[config.mk]
export PLATFORM = sky130hd
export DESIGN_NAME = standalone_mode_sequencer
export DESIGN_NICKNAME = d
export VERILOG_FILES = /design/src/logic/standalone_mode_sequencer.v /design/src/logic/key_filter.v /design/src/logic/rom_reader.v
export VERILOG_INCLUDE_DIRS = /design/src /design/src/logic
export SDC_FILE = /design/constraint.sdc
export NUM_CORES = 1
export LEC_CHECK = 0
export BUFFER_PORTS_ARGS = -buffer_cell sky130_fd_sc_hd__buf_2
export CAP_MARGIN = 10
export CORE_AREA = 4 4 125 174
export DETAILED_ROUTE_END_ITERATION = 6
export DIE_AREA = 0 0 129 178
export HOLD_SLACK_MARGIN = 0.03
export PLACE_DENSITY = 0.74
export SYNTH_ARGS = -nofsm -noshare
export SYNTH_HDL_FRONTEND = slang
export SYNTH_HIERARCHICAL = 1
export SYNTH_SLANG_ARGS = --single-unit
[constraint.sdc]
create_clock -name MCLK -period 3.2 [get_ports MCLK]
set_input_delay 0.96 -clock MCLK [delete_from_list [all_inputs] [get_ports MCLK]]
set_output_delay 0.96 -clock MCLK [all_outputs]
set_load 0.005 [all_outputs]
[src/logic/sa_seq_consts.vh]
`ifndef SA_SEQ_CONSTS_VH
`define SA_SEQ_CONSTS_VH
// =====================================
// mode one-hot codes
`define MODE_EPV 5'h01
`define MODE_ERASE 5'h02
`define MODE_PROG 5'h04
`define MODE_VERIFY 5'h08
`define MODE_LOAD 5'h10
// =====================================
// timing
`define CLK_MHZ 25
`define ROM_ACCESS_NS 200
`define ROM_ACCESS_CYC ((`ROM_ACCESS_NS * `CLK_MHZ + 999) / 1000)
`define BLINK_MS 250
`define BLINK_CYC (`BLINK_MS * 1000 * `CLK_MHZ)
`define DEBOUNCE_US 5000
`define DEBOUNCE_CYC (`DEBOUNCE_US * `CLK_MHZ)
// =====================================
// interface select codes
`define IF_SERIAL 1'b0
`define IF_PARALLEL 1'b1
// =====================================
// rom sizes, code on size pins
`define ROM_SZ_256K 2'h0
`define ROM_SZ_512K 2'h1
`define ROM_SZ_1M 2'h2
`define ROM_ADDR_W 20
`endif

[src/logic/standalone_mode_sequencer.v]
`timescale 1ns/1ps
`default_nettype none
`include "sa_seq_consts.vh"
// Behaviour
// power-on selects erase-program-verify mode
// mode key steps modes in fixed cycle
// one lamp per selected mode
// enter key starts selected command
// running command's lamp blinks
// commands use stored host configuration
// load mode lights only load lamp
// host command also starts rom download
// access lamp lit during rom access
// signature check before download, error abort
// failure shown only by error lamp
// 32-pin byte-wide rom, top lines optional
// interface switch latched once at start-up
// parallel link compatibility or ecp mode
// serial or parallel host link only
// rom read: address, select, wait, capture
module standalone_mode_sequencer #(
  parameter integer BLINK_CYC = `BLINK_CYC,
  parameter integer DEBOUNCE_CYC = `DEBOUNCE_CYC,
  parameter [7:0] SIG_MAKER = 8'h5a, // arbitrary
  parameter [7:0] SIG_PART_256K = 8'h11, // arbitrary
  parameter [7:0] SIG_PART_512K = 8'h12, // arbitrary
  parameter [7:0] SIG_PART_1M = 8'h13, // arbitrary
  parameter [19:0] LOAD_LEN = 20'h00100
) (
  input wire MCLK,
  input wire SRST,
  input wire MODE_KEY_N,
  input wire ENTER_KEY_N,
  input wire IF_SELECT_SW,
  input wire ECP_MODE_SW,
  input wire HOST_LOAD_REQ,
  input wire CONFIG_VALID,
  input wire TARGET_DONE,
  input wire TARGET_FAIL,
  input wire LOAD_ACK,
  input wire [7:0] ROM_DATA,
  output reg [4:0] MODE_LAMP,
  output reg ACCESS_LAMP,
  output reg ERROR_LAMP,
  output reg [4:0] TARGET_CMD,
  output reg IF_PARALLEL_SEL,
  output reg PAR_ECP_SEL,
  output reg [19:0] ROM_ADDR,
  output reg ROM_CE_N,
  output reg ROM_OE_N,
  output reg [7:0] LOAD_DATA,
  output reg LOAD_VALID,
  output reg [1:0] ROM_SIZE,
  output reg BUSY
);
  // =====================================
  // states
  localparam [5:0] ST_IDLE = 6'h01;
  localparam [5:0] ST_RUN = 6'h02;
  localparam [5:0] ST_SIG = 6'h04;
  localparam [5:0] ST_COPY = 6'h08;
  localparam [5:0] ST_PUSH = 6'h10;
  localparam [5:0] ST_WAIT = 6'h20;

  function [4:0] next_mode;
    input [4:0] m;
    begin
      case (m)
        `MODE_EPV: next_mode = `MODE_ERASE;
        `MODE_ERASE: next_mode = `MODE_PROG;
        `MODE_PROG: next_mode = `MODE_VERIFY;
        `MODE_VERIFY: next_mode = `MODE_LOAD;
        default: next_mode = `MODE_EPV;
      endcase
    end
  endfunction

  // =====================================
  // input synchronisers
  wire mode_press;
  wire enter_press;
  reg [6:0] s1_ff;
  reg [6:0] s2_ff;
  reg [7:0] d1_ff;
  reg [7:0] d2_ff;
  // no reset: stages must hold true pin levels when reset ends
  always @(posedge MCLK) begin
    s1_ff <= {IF_SELECT_SW, ECP_MODE_SW, HOST_LOAD_REQ, CONFIG_VALID, TARGET_DONE,
              TARGET_FAIL, LOAD_ACK};
    s2_ff <= s1_ff;
    d1_ff <= ROM_DATA;
    d2_ff <= d1_ff;
  end
  wire if_sw = s2_ff[6];
  wire ecp_sw = s2_ff[5];
  wire host_req = s2_ff[4];
  wire cfg_ok = s2_ff[3];
  wire tgt_done = s2_ff[2];
  wire tgt_fail = s2_ff[1];
  wire ld_ack = s2_ff[0];

  key_filter #(.STABLE_CYC(DEBOUNCE_CYC)) u_mode_key (
    .clk(MCLK),
    .srst(SRST),
    .key_n(MODE_KEY_N),
    .press_ff(mode_press)
  );
  key_filter #(.STABLE_CYC(DEBOUNCE_CYC)) u_enter_key (
    .clk(MCLK),
    .srst(SRST),
    .key_n(ENTER_KEY_N),
    .press_ff(enter_press)
  );

  // =====================================
  // rom reader
  reg rd_start_ff;
  reg [19:0] rd_addr_ff;
  wire [19:0] rd_rom_addr;
  wire rd_ce_n;
  wire rd_oe_n;
  wire [7:0] rd_data;
  wire rd_done;
  rom_reader #(.WAIT_CYC(`ROM_ACCESS_CYC)) u_rom (
    .clk(MCLK),
    .srst(SRST),
    .start(rd_start_ff),
    .addr(rd_addr_ff),
    .rom_data_in(d2_ff),
    .rom_addr_ff(rd_rom_addr),
    .rom_ce_n_ff(rd_ce_n),
    .rom_oe_n_ff(rd_oe_n),
    .data_ff(rd_data),
    .done_ff(rd_done)
  );

  // =====================================
  // sequencer
  reg [5:0] st_ff;
  reg [4:0] mode_ff;
  reg [4:0] run_ff;
  reg err_ff;
  reg latched_ff;
  reg host_req_d_ff;
  reg sig_idx_ff;
  reg [7:0] maker_ff;
  reg [19:0] cnt_ff;
  reg [19:0] len_ff;
  reg [31:0] blink_cnt_ff;
  reg blink_ff;
  wire host_start = host_req & ~host_req_d_ff;

  always @(posedge MCLK) begin
    if (SRST) begin
      st_ff <= ST_IDLE;
      mode_ff <= `MODE_EPV;
      run_ff <= 5'h0;
      err_ff <= 1'b0;
      latched_ff <= 1'b0;
      IF_PARALLEL_SEL <= `IF_SERIAL;
      PAR_ECP_SEL <= 1'b0;
      host_req_d_ff <= 1'b0;
      sig_idx_ff <= 1'b0;
      maker_ff <= 8'h0;
      cnt_ff <= 20'h0;
      len_ff <= 20'h0;
      rd_start_ff <= 1'b0;
      rd_addr_ff <= 20'h0;
      TARGET_CMD <= 5'h0;
      LOAD_DATA <= 8'h0;
      LOAD_VALID <= 1'b0;
      ROM_SIZE <= `ROM_SZ_256K;
    end else begin
      host_req_d_ff <= host_req;
      rd_start_ff <= 1'b0;
      // sampled once after release; switch moves are ignored afterwards
      if (!latched_ff) begin
        latched_ff <= 1'b1;
        IF_PARALLEL_SEL <= if_sw;
        PAR_ECP_SEL <= if_sw & ecp_sw;
      end
      case (st_ff)
        ST_IDLE: begin
          if (mode_press) begin
            mode_ff <= next_mode(mode_ff);
          end else if (host_start || (enter_press && mode_ff == `MODE_LOAD)) begin
            run_ff <= `MODE_LOAD;
            err_ff <= 1'b0;
            sig_idx_ff <= 1'b0;
            rd_addr_ff <= 20'h0;
            rd_start_ff <= 1'b1;
            st_ff <= ST_SIG;
          end else if (enter_press) begin
            err_ff <= 1'b0;
            if (cfg_ok) begin
              run_ff <= mode_ff;
              TARGET_CMD <= mode_ff;
              st_ff <= ST_RUN;
            end else begin
              // nothing stored to run with: stay idle, lamp steady
              err_ff <= 1'b1;
            end
          end
        end
        ST_RUN: begin
          if (tgt_done || tgt_fail) begin
            TARGET_CMD <= 5'h0;
            err_ff <= tgt_fail;
            run_ff <= 5'h0;
            st_ff <= ST_IDLE;
          end
        end
        ST_SIG: begin
          if (rd_done) begin
            if (!sig_idx_ff) begin
              maker_ff <= rd_data;
              sig_idx_ff <= 1'b1;
              rd_addr_ff <= 20'h00001;
              rd_start_ff <= 1'b1;
            end else if (maker_ff == SIG_MAKER && (rd_data == SIG_PART_256K ||
                         rd_data == SIG_PART_512K || rd_data == SIG_PART_1M)) begin
              // top address lines only driven for the largest part
              ROM_SIZE <= (rd_data == SIG_PART_1M) ? `ROM_SZ_1M :
                          (rd_data == SIG_PART_512K) ? `ROM_SZ_512K : `ROM_SZ_256K;
              len_ff <= LOAD_LEN;
              cnt_ff <= 20'h0;
              rd_addr_ff <= 20'h0;
              rd_start_ff <= 1'b1;
              st_ff <= ST_COPY;
            end else begin
              err_ff <= 1'b1;
              run_ff <= 5'h0;
              st_ff <= ST_IDLE;
            end
          end
        end
        ST_COPY: begin
          if (rd_done) begin
            LOAD_DATA <= rd_data;
            LOAD_VALID <= 1'b1;
            st_ff <= ST_PUSH;
          end
        end
        ST_PUSH: begin
          if (ld_ack) begin
            LOAD_VALID <= 1'b0;
            st_ff <= ST_WAIT;
          end
        end
        ST_WAIT: begin
          if (!ld_ack) begin
            if (cnt_ff + 20'h1 >= len_ff) begin
              run_ff <= 5'h0;
              st_ff <= ST_IDLE;
            end else begin
              cnt_ff <= cnt_ff + 20'h1;
              rd_addr_ff <= cnt_ff + 20'h1;
              rd_start_ff <= 1'b1;
              st_ff <= ST_COPY;
            end
          end
        end
        default: st_ff <= ST_IDLE;
      endcase
    end
  end

  // =====================================
  // lamps and rom pins
  always @(posedge MCLK) begin
    if (SRST) begin
      blink_cnt_ff <= 32'h0;
      blink_ff <= 1'b0;
      MODE_LAMP <= 5'h0;
      ACCESS_LAMP <= 1'b0;
      ERROR_LAMP <= 1'b0;
      ROM_ADDR <= 20'h0;
      ROM_CE_N <= 1'b1;
      ROM_OE_N <= 1'b1;
      BUSY <= 1'b0;
    end else begin
      if (blink_cnt_ff >= BLINK_CYC - 1) begin
        blink_cnt_ff <= 32'h0;
        blink_ff <= ~blink_ff;
      end else begin
        blink_cnt_ff <= blink_cnt_ff + 32'h1;
      end
      // one-hot mode gives one lamp; load mode lights load lamp alone
      MODE_LAMP <= (run_ff != 5'h0) ? (blink_ff ? run_ff : 5'h0) : mode_ff;
      ACCESS_LAMP <= (st_ff == ST_SIG) || (st_ff == ST_COPY) ||
                     (st_ff == ST_PUSH) || (st_ff == ST_WAIT);
      ERROR_LAMP <= err_ff;
      ROM_ADDR <= (ROM_SIZE == `ROM_SZ_1M) ? rd_rom_addr :
                  {2'b00, rd_rom_addr[17:0]};
      ROM_CE_N <= rd_ce_n;
      ROM_OE_N <= rd_oe_n;
      BUSY <= (st_ff != ST_IDLE);
    end
  end
endmodule
`default_nettype wire

[src/logic/key_filter.v]
`timescale 1ns/1ps
`default_nettype none
module key_filter #(
  parameter integer STABLE_CYC = 125000
) (
  input wire clk,
  input wire srst,
  input wire key_n,
  output reg press_ff
);
  // =====================================
  // synchroniser
  reg s1_ff;
  reg s2_ff;
  reg lvl_ff;
  reg [31:0] cnt_ff;
  always @(posedge clk) begin
    if (srst) begin
      s1_ff <= 1'b1;
      s2_ff <= 1'b1;
      lvl_ff <= 1'b1;
      cnt_ff <= 32'h0;
      press_ff <= 1'b0;
    end else begin
      s1_ff <= key_n;
      s2_ff <= s1_ff;
      press_ff <= 1'b0;
      // contact bounce would step the mode several times
      if (s2_ff == lvl_ff) begin
        cnt_ff <= 32'h0;
      end else if (cnt_ff >= STABLE_CYC - 1) begin
        cnt_ff <= 32'h0;
        lvl_ff <= s2_ff;
        press_ff <= ~s2_ff;
      end else begin
        cnt_ff <= cnt_ff + 32'h1;
      end
    end
  end
endmodule
`default_nettype wire

[src/logic/rom_reader.v]
`timescale 1ns/1ps
`default_nettype none
`include "sa_seq_consts.vh"
module rom_reader #(
  parameter integer WAIT_CYC = 5
) (
  input wire clk,
  input wire srst,
  input wire start,
  input wire [19:0] addr,
  input wire [7:0] rom_data_in,
  output reg [19:0] rom_addr_ff,
  output reg rom_ce_n_ff,
  output reg rom_oe_n_ff,
  output reg [7:0] data_ff,
  output reg done_ff
);
  reg [7:0] wait_ff;
  reg busy_ff;
  always @(posedge clk) begin
    if (srst) begin
      rom_addr_ff <= 20'h0;
      rom_ce_n_ff <= 1'b1;
      rom_oe_n_ff <= 1'b1;
      data_ff <= 8'h0;
      done_ff <= 1'b0;
      wait_ff <= 8'h0;
      busy_ff <= 1'b0;
    end else begin
      done_ff <= 1'b0;
      if (!busy_ff && start) begin
        rom_addr_ff <= addr;
        rom_ce_n_ff <= 1'b0;
        rom_oe_n_ff <= 1'b0;
        wait_ff <= WAIT_CYC[7:0];
        busy_ff <= 1'b1;
      end else if (busy_ff) begin
        if (wait_ff == 8'h0) begin
          // data byte from pin sync stage: the pin level WAIT_CYC - 2 cycles after the rom pins are selected
          data_ff <= rom_data_in;
          rom_ce_n_ff <= 1'b1;
          rom_oe_n_ff <= 1'b1;
          done_ff <= 1'b1;
          busy_ff <= 1'b0;
        end else begin
          wait_ff <= wait_ff - 8'h1;
        end
      end
    end
  end
endmodule
`default_nettype wire

==> results.txt, run 1 <==
CP Max Fanout = 13
Initial Util = 53.7%
Worst Reg-to-Reg Cells = 13
CTS buffer count = 27
mux contribution to synthesized area = 2.43%
commonest non-fill, non-tap cells in the layout = dfxtp_1, nor2_1, nand2_1
slowest CP cell = dfxtp_1
Reg clk slew, reported paths = 0.06 ns
Die H = 178 um
Design Area, Final = 12400 sq um
post-cts hold buffer count = 0
Worst EP arrival = 3.39 ns
status = finished, final reports clean
I/O pins = 67
# DRC = 0
Mapped Area = 10700 sq um
WP data required = 3.61 ns
Worst Setup End Kind = flip-flop
Max Cap Viol = 0
Primary FF master, synth = dfxtp_1
number of synthesized flops with an enable pin = 0
share of cells above drive strength 1 = 14.4%
WHS Endpoint = d2_ff[1]$_DFF_P_
Setup Viol. Count Final = 0
adder-cell share of the synthesized area = 0.931%
Lkg Pwr = 4.88 nW
largest net degree at the start of global routing = 81
global-route wire length before repair = 33.6 mm
CTS tree = built
H-tree levels = 1
hold_sp = d1_ff[1]$_DFF_P_
relative slew slack = 48.0%
Rows = 61
DR pass1 iterations = 5
crit-path cells = ha_1 > nand3_1 > nor2_1 > nand2_1 > xor2_1 > ha_1 > nand2_1 > a2111o_1 > o2111a_1 > nand4b_1 > nor3_2 > buf_4 > a221o_1
clk buf depth = 3
initial DRC count = 416
FMAX = 335 MHz
nets = 1226
largest family of logic cells by synthesized area = simple AND/OR/NAND/NOR gates
Synth cell types = 82
Core Area = 20000 sq um
DIE WIDTH = 129 um
RSZ-0062 raised after global routing = no
via/cell ratio = 5.29
drt total wl = 20.0 mm
placed instance count = 1420
startpoint types = flip-flop
Synth Area in XOR/XNOR = 5.22%
GRT overflow = 0
post-route ant nets = 0
GRT Total Usage = 17.3%
vias in the first global route = 7398
worst IR drop on VDD = 0.000494 V
syn_area_per_cell = 9.81 sq um
Port Buffer Count = 66
Seq/Total Area, Yosys = 54.4%
Root Driver = clkbuf_16
reg2reg setup slack = 0.21 ns
Ys Warns = 6
# fillers = 1731
Worst-Margin Slew = 0.772 ns
# diodes = 0
most used routing layer = met2
area fraction in compound gates after synthesis = 10.4%
Area Growth Syn to Fin = 15.0%
final worst path period share = 93.4%
Setup Crit Path Kind = reg -> reg
Via Count = 7775
flip-flop and latch count after synthesis = 292
Crit path largest cell delay = 0.42 ns
worst reg2reg endpoint = rd_addr_ff[1]$_SDFFE_PP0P_
Final min period = 2.99 ns
Tightest Hold Check Type = reg -> reg
Finished Layout Cells = 1470
total negative slack = 0 ns
initial antenna violation count = 0
Num Clock Sinks = 292
simple-gate share of the synthesized area = 23.9%
reg-to-reg startpoint = cnt_ff[1]$_SDFFE_PP0P_
met2 Usage GRT = 30.8%
Slew Limit Fails = 0
Post-synth ARST share = 0%
WL per Instance = 13.6 um
worst hold stages = 0
M3 GR Usage = 3.06%
Clock Latency Late Sink = 0.52 ns
FF/Latch Area = 5850 sq um
die area = 23000 sq um
gpl congestion = 0.905
Post-Syn Instances = 1096
HPWL after DPL = 13.8 mm
Final Hold Fails = 0
clk_skew = 0.0118 ns
met1 Usage GRT = 21.1%
commonest non-fill, non-tap cell in the layout = dfxtp_1
P per Cell Area = 621 nW/um^2
placed cell areas = 11500 sq um
Multi-input gate area = 4760 sq um
critical path, delay by kind of cell (launching register included):
kind,cells,cell delay [ns]
AND/OR/NAND/NOR,6,0.66
flip-flops,1,0.42
XOR/XNOR,1,0.17
buffers and inverters,1,0.19
adder cells (fa/ha/maj),2,0.48
AO/OA/AOI/OAI,3,0.92
final cells by class:
| cell class | instances | share of cell area [%] |
|---|---|---|
| clock buffers | 40 | 6.35 |
| clock inverters | 8 | 0.779 |
| inverters | 17 | 0.516 |
| multi-input cells | 776 | 38.5 |
| flip-flops and latches | 292 | 47.3 |
| well taps | 252 | 2.55 |
| repair buffers | 85 | 4.05 |
how the worst max path moves through the flow:
stage | startpoint | to | slack (ns) | cells after the start
final | cnt_ff[1]$_SDFFE_PP0P_ | rd_addr_ff[1]$_SDFFE_PP0P_ | 0.21 | 13
after global routing | cnt_ff[1]$_SDFFE_PP0P_ | rd_addr_ff[3]$_SDFFE_PP0P_ | 0.03 | 13
after CTS | cnt_ff[0]$_SDFFE_PP0P_ | cnt_ff[0]$_SDFFE_PP0P_ | 0.16 | 12
after detailed placement | cnt_ff[0]$_SDFFE_PP0P_ | cnt_ff[0]$_SDFFE_PP0P_ | 0.18 | 12
after global placement | cnt_ff[0]$_SDFFE_PP0P_ | cnt_ff[0]$_SDFFE_PP0P_ | 0.26 | 12
after floorplan | cnt_ff[0]$_SDFFE_PP0P_ | rd_addr_ff[4]$_SDFFE_PP0P_ | 0.11 | 14
cell usage after synthesis, types with 4 or more instances:
cell | number | area (sq um)
a211oi_1 | 7 | 52.6
a21oi_1 | 51 | 255
a221o_1 | 9 | 90.1
a22o_1 | 8 | 70.1
a22oi_1 | 8 | 60.1
a31oi_1 | 6 | 37.5
and2_1 | 15 | 93.8
and3_1 | 30 | 188
buf_2 | 9 | 45.0
clkbuf_1 | 31 | 116
dfxtp_1 | 292 | 5850
ha_1 | 8 | 100
inv_1 | 17 | 63.8
mux2i_1 | 25 | 250
nand2_1 | 114 | 428
nand3_1 | 45 | 225
nand3b_1 | 6 | 45.0
nand4_1 | 13 | 81.3
nand4b_1 | 5 | 43.8
nor2_1 | 124 | 465
nor2_2 | 8 | 50.1
nor2b_1 | 33 | 206
nor3_1 | 19 | 95.1
nor3_2 | 4 | 40.0
nor3b_1 | 6 | 45.0
nor4_1 | 12 | 75.1
nor4_4 | 5 | 106
nor4bb_1 | 4 | 40.0
o21ai_0 | 17 | 85.1
or2_2 | 9 | 56.3
or3_1 | 5 | 31.3
or4_1 | 7 | 52.6
xnor2_1 | 32 | 280
xor2_1 | 32 | 280
cell families after synthesis:
kind of cell               after synthesis
muxes                                   26
AOI/OAI and AO/OA                      155
other                                    3
buffers and inverters                   64
DFF                                    292
and+or+nand+nor                        484
adders and majority gates                8
xor gates and xnor gates                64
state kept, by name (all words and copies together), names as in the netlist, 20 cells and up:
signal              count
blink_cnt_ff           32
u_enter_key/cnt_ff     32
u_mode_key/cnt_ff      32
ROM_ADDR               20
cnt_ff                 20
rd_addr_ff             20
u_rom/rom_addr_ff      20
through the flow:
step	util (%)	worst slack (ns)	power, mW	hold WS (ns)
after floorplan	-	0.106	4.42	0.310
final	61.8	0.213	7.67	0.327
after global placement	57.3	0.259	4.59	0.311
after global routing	61.8	0.0275	8.00	0.330
after CTS	61.7	0.161	7.76	0.326
after detailed placement	57.3	0.177	4.61	0.312
where the power goes:
part / internal (mW) / leakage, nW / switching [mW]
combinational: 0.254 / 2.07 / 0.387
clock: 1.85 / 0.433 / 1.29
sequential: 3.78 / 2.38 / 0.115
per-layer routing:
layer,wire (um),part of all wire (%),up-vias
met5,0,0,-
met4,410,2.0,0
met3,894,4.5,36
met2,9860,49,146
met1,8840,44,3617
li1,-,-,3976
what timing repair did:
item	4_1_cts	5_1_grt
endpoints found under the hold margin	0	0
endpoints found under the setup margin	0	20
buffers inserted	0	2
resized for setup	0	1
(Power assumes the default switching activity.)
==> run 2, diff against run 1 <==
--- a/config.mk
+++ b/config.mk
@@ -8,11 +8,13 @@
 export LEC_CHECK = 0
 export BUFFER_PORTS_ARGS = -buffer_cell sky130_fd_sc_hd__buf_2
 export CAP_MARGIN = 10
-export CORE_AREA = 4 4 125 174
+export CELL_PAD_IN_SITES_DETAIL_PLACEMENT = 0
+export CELL_PAD_IN_SITES_GLOBAL_PLACEMENT = 1
+export CORE_AREA = 4 4 141 197
 export DETAILED_ROUTE_END_ITERATION = 6
-export DIE_AREA = 0 0 129 178
+export DIE_AREA = 0 0 145 201
 export HOLD_SLACK_MARGIN = 0.03
-export PLACE_DENSITY = 0.74
+export PLACE_DENSITY_LB_ADDON = 0.1
 export SYNTH_ARGS = -nofsm -noshare
 export SYNTH_HDL_FRONTEND = slang
 export SYNTH_HIERARCHICAL = 1
==> run 2 against run 1 <==
Sequential cell count unchanged. Highest routed layer unchanged. Worst setup slack improved by 0.064 ns. Critical path depth unchanged. Critical endpoint is now cnt_ff[7]$_SDFFE_PP0P_. Die area rose by 27%.
==> results.txt, run 2 (synthesis gave the netlist of run 1 again) <==
status = finished, final reports clean
relative slew slack = 55.5% (+7.4 points)
RSZ-0062 raised after global routing = no
Max Cap Viol = 0 (unchanged)
Final Hold Fails = 0 (unchanged)
Final Total Pwr = 8.08 mW (+5.3%)
Reg clk slew, reported paths = 0.06 ns (about the same)
Final min period = 2.92 ns (-0.0636 ns)
Tightest Hold Check Type = reg -> reg
P per Cell Area = 641 nW/um^2 (+3.3%)
drt total wl = 21.6 mm (+8.1%)
worst IR drop on VDD = 0.000462 V (-6.5%)
vias in the first global route = 7271 (-1.7%)
Via Count = 7594 (-2.3%)
total negative slack = 0 ns (unchanged)
DR pass1 iterations = 4 (-1)
I/O pins = 67 (unchanged)
initial DRC count = 283 (-32%)
Clock Latency Late Sink = 0.54 ns (+0.02 ns)
Setup Crit Path Kind = reg -> reg
Core Area = 26000 sq um (+30%)
startpoint types = flip-flop
# DRC = 0 (unchanged)
Setup Viol. Count Final = 0 (unchanged)
GRT overflow = 0 (unchanged)
initial antenna violation count = 0 (unchanged)
commonest non-fill, non-tap cell in the layout = dfxtp_1
crit-path cells = ha_1 > nand3_1 > nor2_1 > nand2_1 > xor2_1 > ha_1 > nand2_1 > a2111o_1 > o2111a_1 > and4b_4 > a21oi_4 > buf_4 > o21a_1
global-route wire length before repair = 36.7 mm (+9.2%)
Initial Util = 41.3% (-12 points)
CP Max Fanout = 13 (unchanged)
gpl congestion = 0.803 (-11%)
nets = 1233 (+0.57%)
Rows = 70 (+15%)
Port Buffer Count = 66 (unchanged)
crit-path leading delay family = compound AO/OA/AOI/OAI gates
Slew Limit Fails = 0 (unchanged)
Root Driver = clkbuf_16
Die H = 201 um (+13%)
largest net degree at the start of global routing = 73 (-9.9%)
Area Growth Syn to Fin = 17.3%
commonest non-fill, non-tap cells in the layout = dfxtp_1, nor2_1, nand2_1
# diodes = 0 (unchanged)
Worst EP arrival = 3.41 ns (+0.02 ns)
die area = 29100 sq um (+27%)
Worst-Margin Slew = 0.662 ns (-0.110 ns)
Lkg Pwr = 4.97 nW (+1.8%)
share of cells above drive strength 1 = 15.2% (+0.72 points)
DIE WIDTH = 145 um (+12%)
clk buf depth = 3 (unchanged)
Num Clock Sinks = 292 (unchanged)
post-CTS setup buffer count = 0 (unchanged)
HPWL after DPL = 14.8 mm (+7.3%)
biggest regs = blink_cnt_ff: 32 flops, u_enter_key/cnt_ff: 32 flops, u_mode_key/cnt_ff: 32 flops
final worst path period share = 91.4% (-2.0 points)
slowest CP cell = dfxtp_1
FMAX = 342 MHz (+2.2%)
WL per Instance = 13.9 um (+2.5%)
GRT Total Usage = 14.6% (-2.7 points)
WP data required = 3.69 ns (+0.08 ns)
clk_skew = 0.0160 ns (+0.00416 ns)
H-tree levels = 1 (unchanged)
via/cell ratio = 4.90 (-7.4%)
CTS tree = built
sum of buffers and inverters on the critical path = 1 (unchanged)
CTS buffer count = 29 (+7.4%)
Worst Setup End Kind = flip-flop
post-route ant nets = 0 (unchanged)
Crit path largest cell delay = 0.42 ns (about the same)
[run 2: cell count changes in the layout (fill, tap and decap cells not counted), sizes merged]
cell / previous run / this run
buf: 85 / 90
bufinv: 2 / 4
clkinv: 4 / 6
clkbuf: 40 / 41
clkinvlp: 1 / 0
inv: 18 / 17
[run 2: layer usage]
layer  vias up  wire, um  GRT usage (%)
li1       3988         -              -
met1      3465      9890           18.5
met2       104     10600           25.8
met3        37       681           2.35
met4         0       485           4.45
met5         -         0              0
[run 2: worst reg2reg max path, delay by kind of cell (launching register included)]
family / cells / cell delay [ns]
compound gates: 4 / 0.93
simple gates: 5 / 0.64
fa+ha+maj: 2 / 0.49
flops: 1 / 0.42
buf+inv: 1 / 0.22
xor+xnor: 1 / 0.17
[run 2: power by group]
part | switching [mW] | total [mW] | leakage, nW | internal [mW]
sequential | 0.118 | 3.90 | 2.38 | 3.78
clock | 1.36 | 3.50 | 0.494 | 2.14
combinational | 0.411 | 0.682 | 2.09 | 0.271
[run 2: cell type report]
class | instances | area, sq um
Clock buffer | 41 | 841
Clock inverter | 10 | 158
Fill cell | 2455 | 13400
Inverter | 17 | 63.8
Multi-Input combinational cell | 776 | 4760
Sequential cell | 292 | 5850
Tap cell | 324 | 405
Timing Repair Buffer | 90 | 526
[run 2: path summary, 6_finish.rpt]
path / startpoint / to / slack [ns] / depth (start not counted)
worst max-delay path: cnt_ff[1]$_SDFFE_PP0P_ / cnt_ff[7]$_SDFFE_PP0P_ / 0.28 / 13
worst min-delay path: s1_ff[1]$_DFF_P_ / s2_ff[1]$_DFF_P_ / 0.33 / 0
worst max register to register: cnt_ff[1]$_SDFFE_PP0P_ / cnt_ff[7]$_SDFFE_PP0P_ / 0.28 / 13
worst min register to register: s1_ff[1]$_DFF_P_ / s2_ff[1]$_DFF_P_ / 0.33 / 0
[run 2: timing repair]
action / 4_1_cts / 5_1_grt
gates resized for setup: 0 / 2
hold buffers: 0 / 0
endpoints found under the setup margin: 0 / 21
[run 2: metrics by stage]
step                worst slack (ns)  cell area (sq um)  util [%]  hold slack, ns  cells
floorplan                      0.106              10900         -           0.310   1132
global placement               0.171              11600      44.6           0.312   1499
detailed placement             0.152              11600      44.6           0.312   1499
CTS                            0.116              12600      48.4           0.327   1550
global route                  0.0634              12600      48.4           0.331   1550
finish                         0.276              12600      48.4           0.326   1550
==> run 3, diff against run 2 <==
--- a/config.mk
+++ b/config.mk
@@ -14,7 +14,7 @@
 export DETAILED_ROUTE_END_ITERATION = 6
 export DIE_AREA = 0 0 145 201
 export HOLD_SLACK_MARGIN = 0.03
-export PLACE_DENSITY_LB_ADDON = 0.1
+export PLACE_DENSITY = 0.73
 export SYNTH_ARGS = -nofsm -noshare
 export SYNTH_HDL_FRONTEND = slang
 export SYNTH_HIERARCHICAL = 1
==> run 3 against run 2 <==
Via count grew 0.71%. Largest power group unchanged. Largest cell class unchanged. Critical endpoint is now rd_addr_ff[3]$_SDFFE_PP0P_. Worst hold slack gained 0.0013 ns. Maximum frequency shrank 1.8%.
==> results.txt, run 3 (synthesis gave the netlist of run 1 again) <==
relative slew slack = 46.4% (-9.1 points)
WP data required = 3.63 ns (-0.06 ns)
worst IR drop on VDD = 0.000360 V (-22%)
drt total wl = 21.0 mm (-2.9%)
status = finished, final reports clean
CTS buffer count = 29 (unchanged)
Clock Latency Late Sink = 0.54 ns (about the same)
Initial Util = 41.3% (unchanged)
CTS tree = built
Num Clock Sinks = 292 (unchanged)
H-tree levels = 1 (unchanged)
crit-path cells = ha_1 > nand3_1 > nor2_1 > nand2_1 > xor2_1 > ha_1 > nand2_1 > a2111o_1 > o2111a_1 > nand4b_1 > nor3_2 > buf_4 > a221o_1
Worst Setup SP = cnt_ff[1]$_SDFFE_PP0P_
Tightest Hold Check Type = reg -> reg
post-route ant nets = 0 (unchanged)
Setup Crit Path Kind = reg -> reg
Die H = 201 um (unchanged)
Via Count = 7648 (+0.71%)
Worst Setup End Kind = flip-flop
share of cells above drive strength 1 = 15.3% (+0.18 points)
Slew Limit Fails = 0 (unchanged)
P per Cell Area = 648 nW/um^2 (+1.0%)
Lkg Pwr = 4.96 nW (-0.32%)
startpoint types = flip-flop
Finished Layout Cells = 1549 (-0.065%)
DR pass1 iterations = 4 (unchanged)
# diodes = 0 (unchanged)
commonest non-fill, non-tap cells in the layout = dfxtp_1, nor2_1, nand2_1
vias in the first global route = 7431 (+2.2%)
clk_skew = 0.00904 ns (-0.00695 ns)
Port Buffer Count = 66 (unchanged)
Setup Viol. Count Final = 0 (unchanged)
Crit path largest cell delay = 0.43 ns (about the same)
Final min period = 2.98 ns (+0.0538 ns)
via/cell ratio = 4.94 (+0.78%)
Worst setup endpoint = rd_addr_ff[3]$_SDFFE_PP0P_
# DRC = 0 (unchanged)
biggest regs = blink_cnt_ff: 32 flops, u_enter_key/cnt_ff: 32 flops, u_mode_key/cnt_ff: 32 flops
placed instance count = 1495 (-0.27%)
GRT Total Usage = 14.3% (-0.36 points)
HPWL after DPL = 14.5 mm (-2.4%)
Final Hold Fails = 0 (unchanged)
Reg clk slew, reported paths = 0.06 ns (about the same)
clk buf depth = 3 (unchanged)
Worst EP arrival = 3.41 ns (about the same)
commonest non-fill, non-tap cell in the layout = dfxtp_1
worst reg2reg endpoint = rd_addr_ff[3]$_SDFFE_PP0P_
DIE WIDTH = 145 um (unchanged)
reg2reg setup slack = 0.22 ns (-0.05 ns)
Max Cap Viol = 0 (unchanged)
gpl congestion = 0.803 (+0.11%)
reg-to-reg startpoint = cnt_ff[1]$_SDFFE_PP0P_
Rows = 70 (unchanged)
Worst-Margin Slew = 0.796 ns (+0.135 ns)
Root Driver = clkbuf_16
post-CTS setup buffer count = 0 (unchanged)
CP Max Fanout = 13 (unchanged)
total negative slack = 0 ns (unchanged)
Area Growth Syn to Fin = 17.2% (about the same)
Worst Reg-to-Reg Cells = 13 (unchanged)
FMAX = 336 MHz (-1.8%)
RSZ-0062 raised after global routing = no
GRT overflow = 0 (unchanged)
I/O pins = 67 (unchanged)
die area = 29100 sq um (unchanged)
initial DRC count = 373 (+32%)
nets = 1229 (-0.32%)
WL per Instance = 13.5 um (-2.8%)
largest net degree at the start of global routing = 43 (-41%)
Core Area = 26000 sq um (unchanged)
initial antenna violation count = 0 (unchanged)
global-route wire length before repair = 35.9 mm (-2.0%)
slowest CP cell = dfxtp_1
final worst path period share = 93.0% (+1.7 points)
run 3: what timing repair did:
action                     4_1_cts  5_1_grt
gates resized for setup          0        1
hold buffers                     0        0
setup endpoints to repair        0        4
run 3: worst max-delay path, delay by kind of cell, from the launching register on:
kind	cells	cell delay, ns
AOI/OAI and AO/OA	3	0.90
xor gates and xnor gates	1	0.17
adders and majority gates	2	0.49
buffers and inverters	1	0.19
DFF	1	0.43
and+or+nand+nor	6	0.69
run 3: worst min-delay path by stage:
stage,depth (start not counted),start,slack [ns],endpoint
floorplan,0,d1_ff[0]$_DFF_P_,0.31,d2_ff[0]$_DFF_P_
global placement,0,s1_ff[6]$_DFF_P_,0.31,s2_ff[6]$_DFF_P_
detailed placement,0,d1_ff[2]$_DFF_P_,0.31,d2_ff[2]$_DFF_P_
CTS,0,d1_ff[2]$_DFF_P_,0.33,d2_ff[2]$_DFF_P_
global route,0,s1_ff[1]$_DFF_P_,0.34,s2_ff[1]$_DFF_P_
finish,0,s1_ff[5]$_DFF_P_,0.33,s2_ff[5]$_DFF_P_
run 3: where the power goes:
part | switching, mW | internal [mW] | total (mW)
Clock | 1.41 | 2.19 | 3.60
Combinational | 0.400 | 0.264 | 0.664
Sequential | 0.118 | 3.78 | 3.90
Total | 1.92 | 6.24 | 8.16
run 3: layout make-up:
class                           count  area, sq um
Clock inverter                     14          185
Sequential cell                   292         5850
Clock buffer                       40          857
Inverter                           17         63.8
Fill cell                        2505        13400
Multi-Input combinational cell    776         4760
Timing Repair Buffer               86          483
Tap cell                          324          405
run 3: routing by layer:
layer | share of wire (%) | global-route usage, % | vias up
met1 | 44 | 17.7 | 3514
met2 | 49 | 25.2 | 117
met4 | 2.2 | 4.48 | 0
li1 | - | - | 3984
met5 | 0 | 0 | -
met3 | 4.2 | 2.64 | 33
run 3: metrics by stage:
step / setup WS, ns / total power, mW / area, sq um / hold slack [ns] / util [%]
final: 0.223 / 8.16 / 12600 / 0.327 / 48.4
after global routing: 0.0187 / 8.52 / 12600 / 0.337 / 48.4
after CTS: 0.179 / 8.27 / 12600 / 0.327 / 48.4
after detailed placement: 0.200 / 4.64 / 11600 / 0.312 / 44.4
after global placement: 0.246 / 4.64 / 11600 / 0.312 / 44.4
after floorplan: 0.106 / 4.42 / 10900 / 0.310 / -
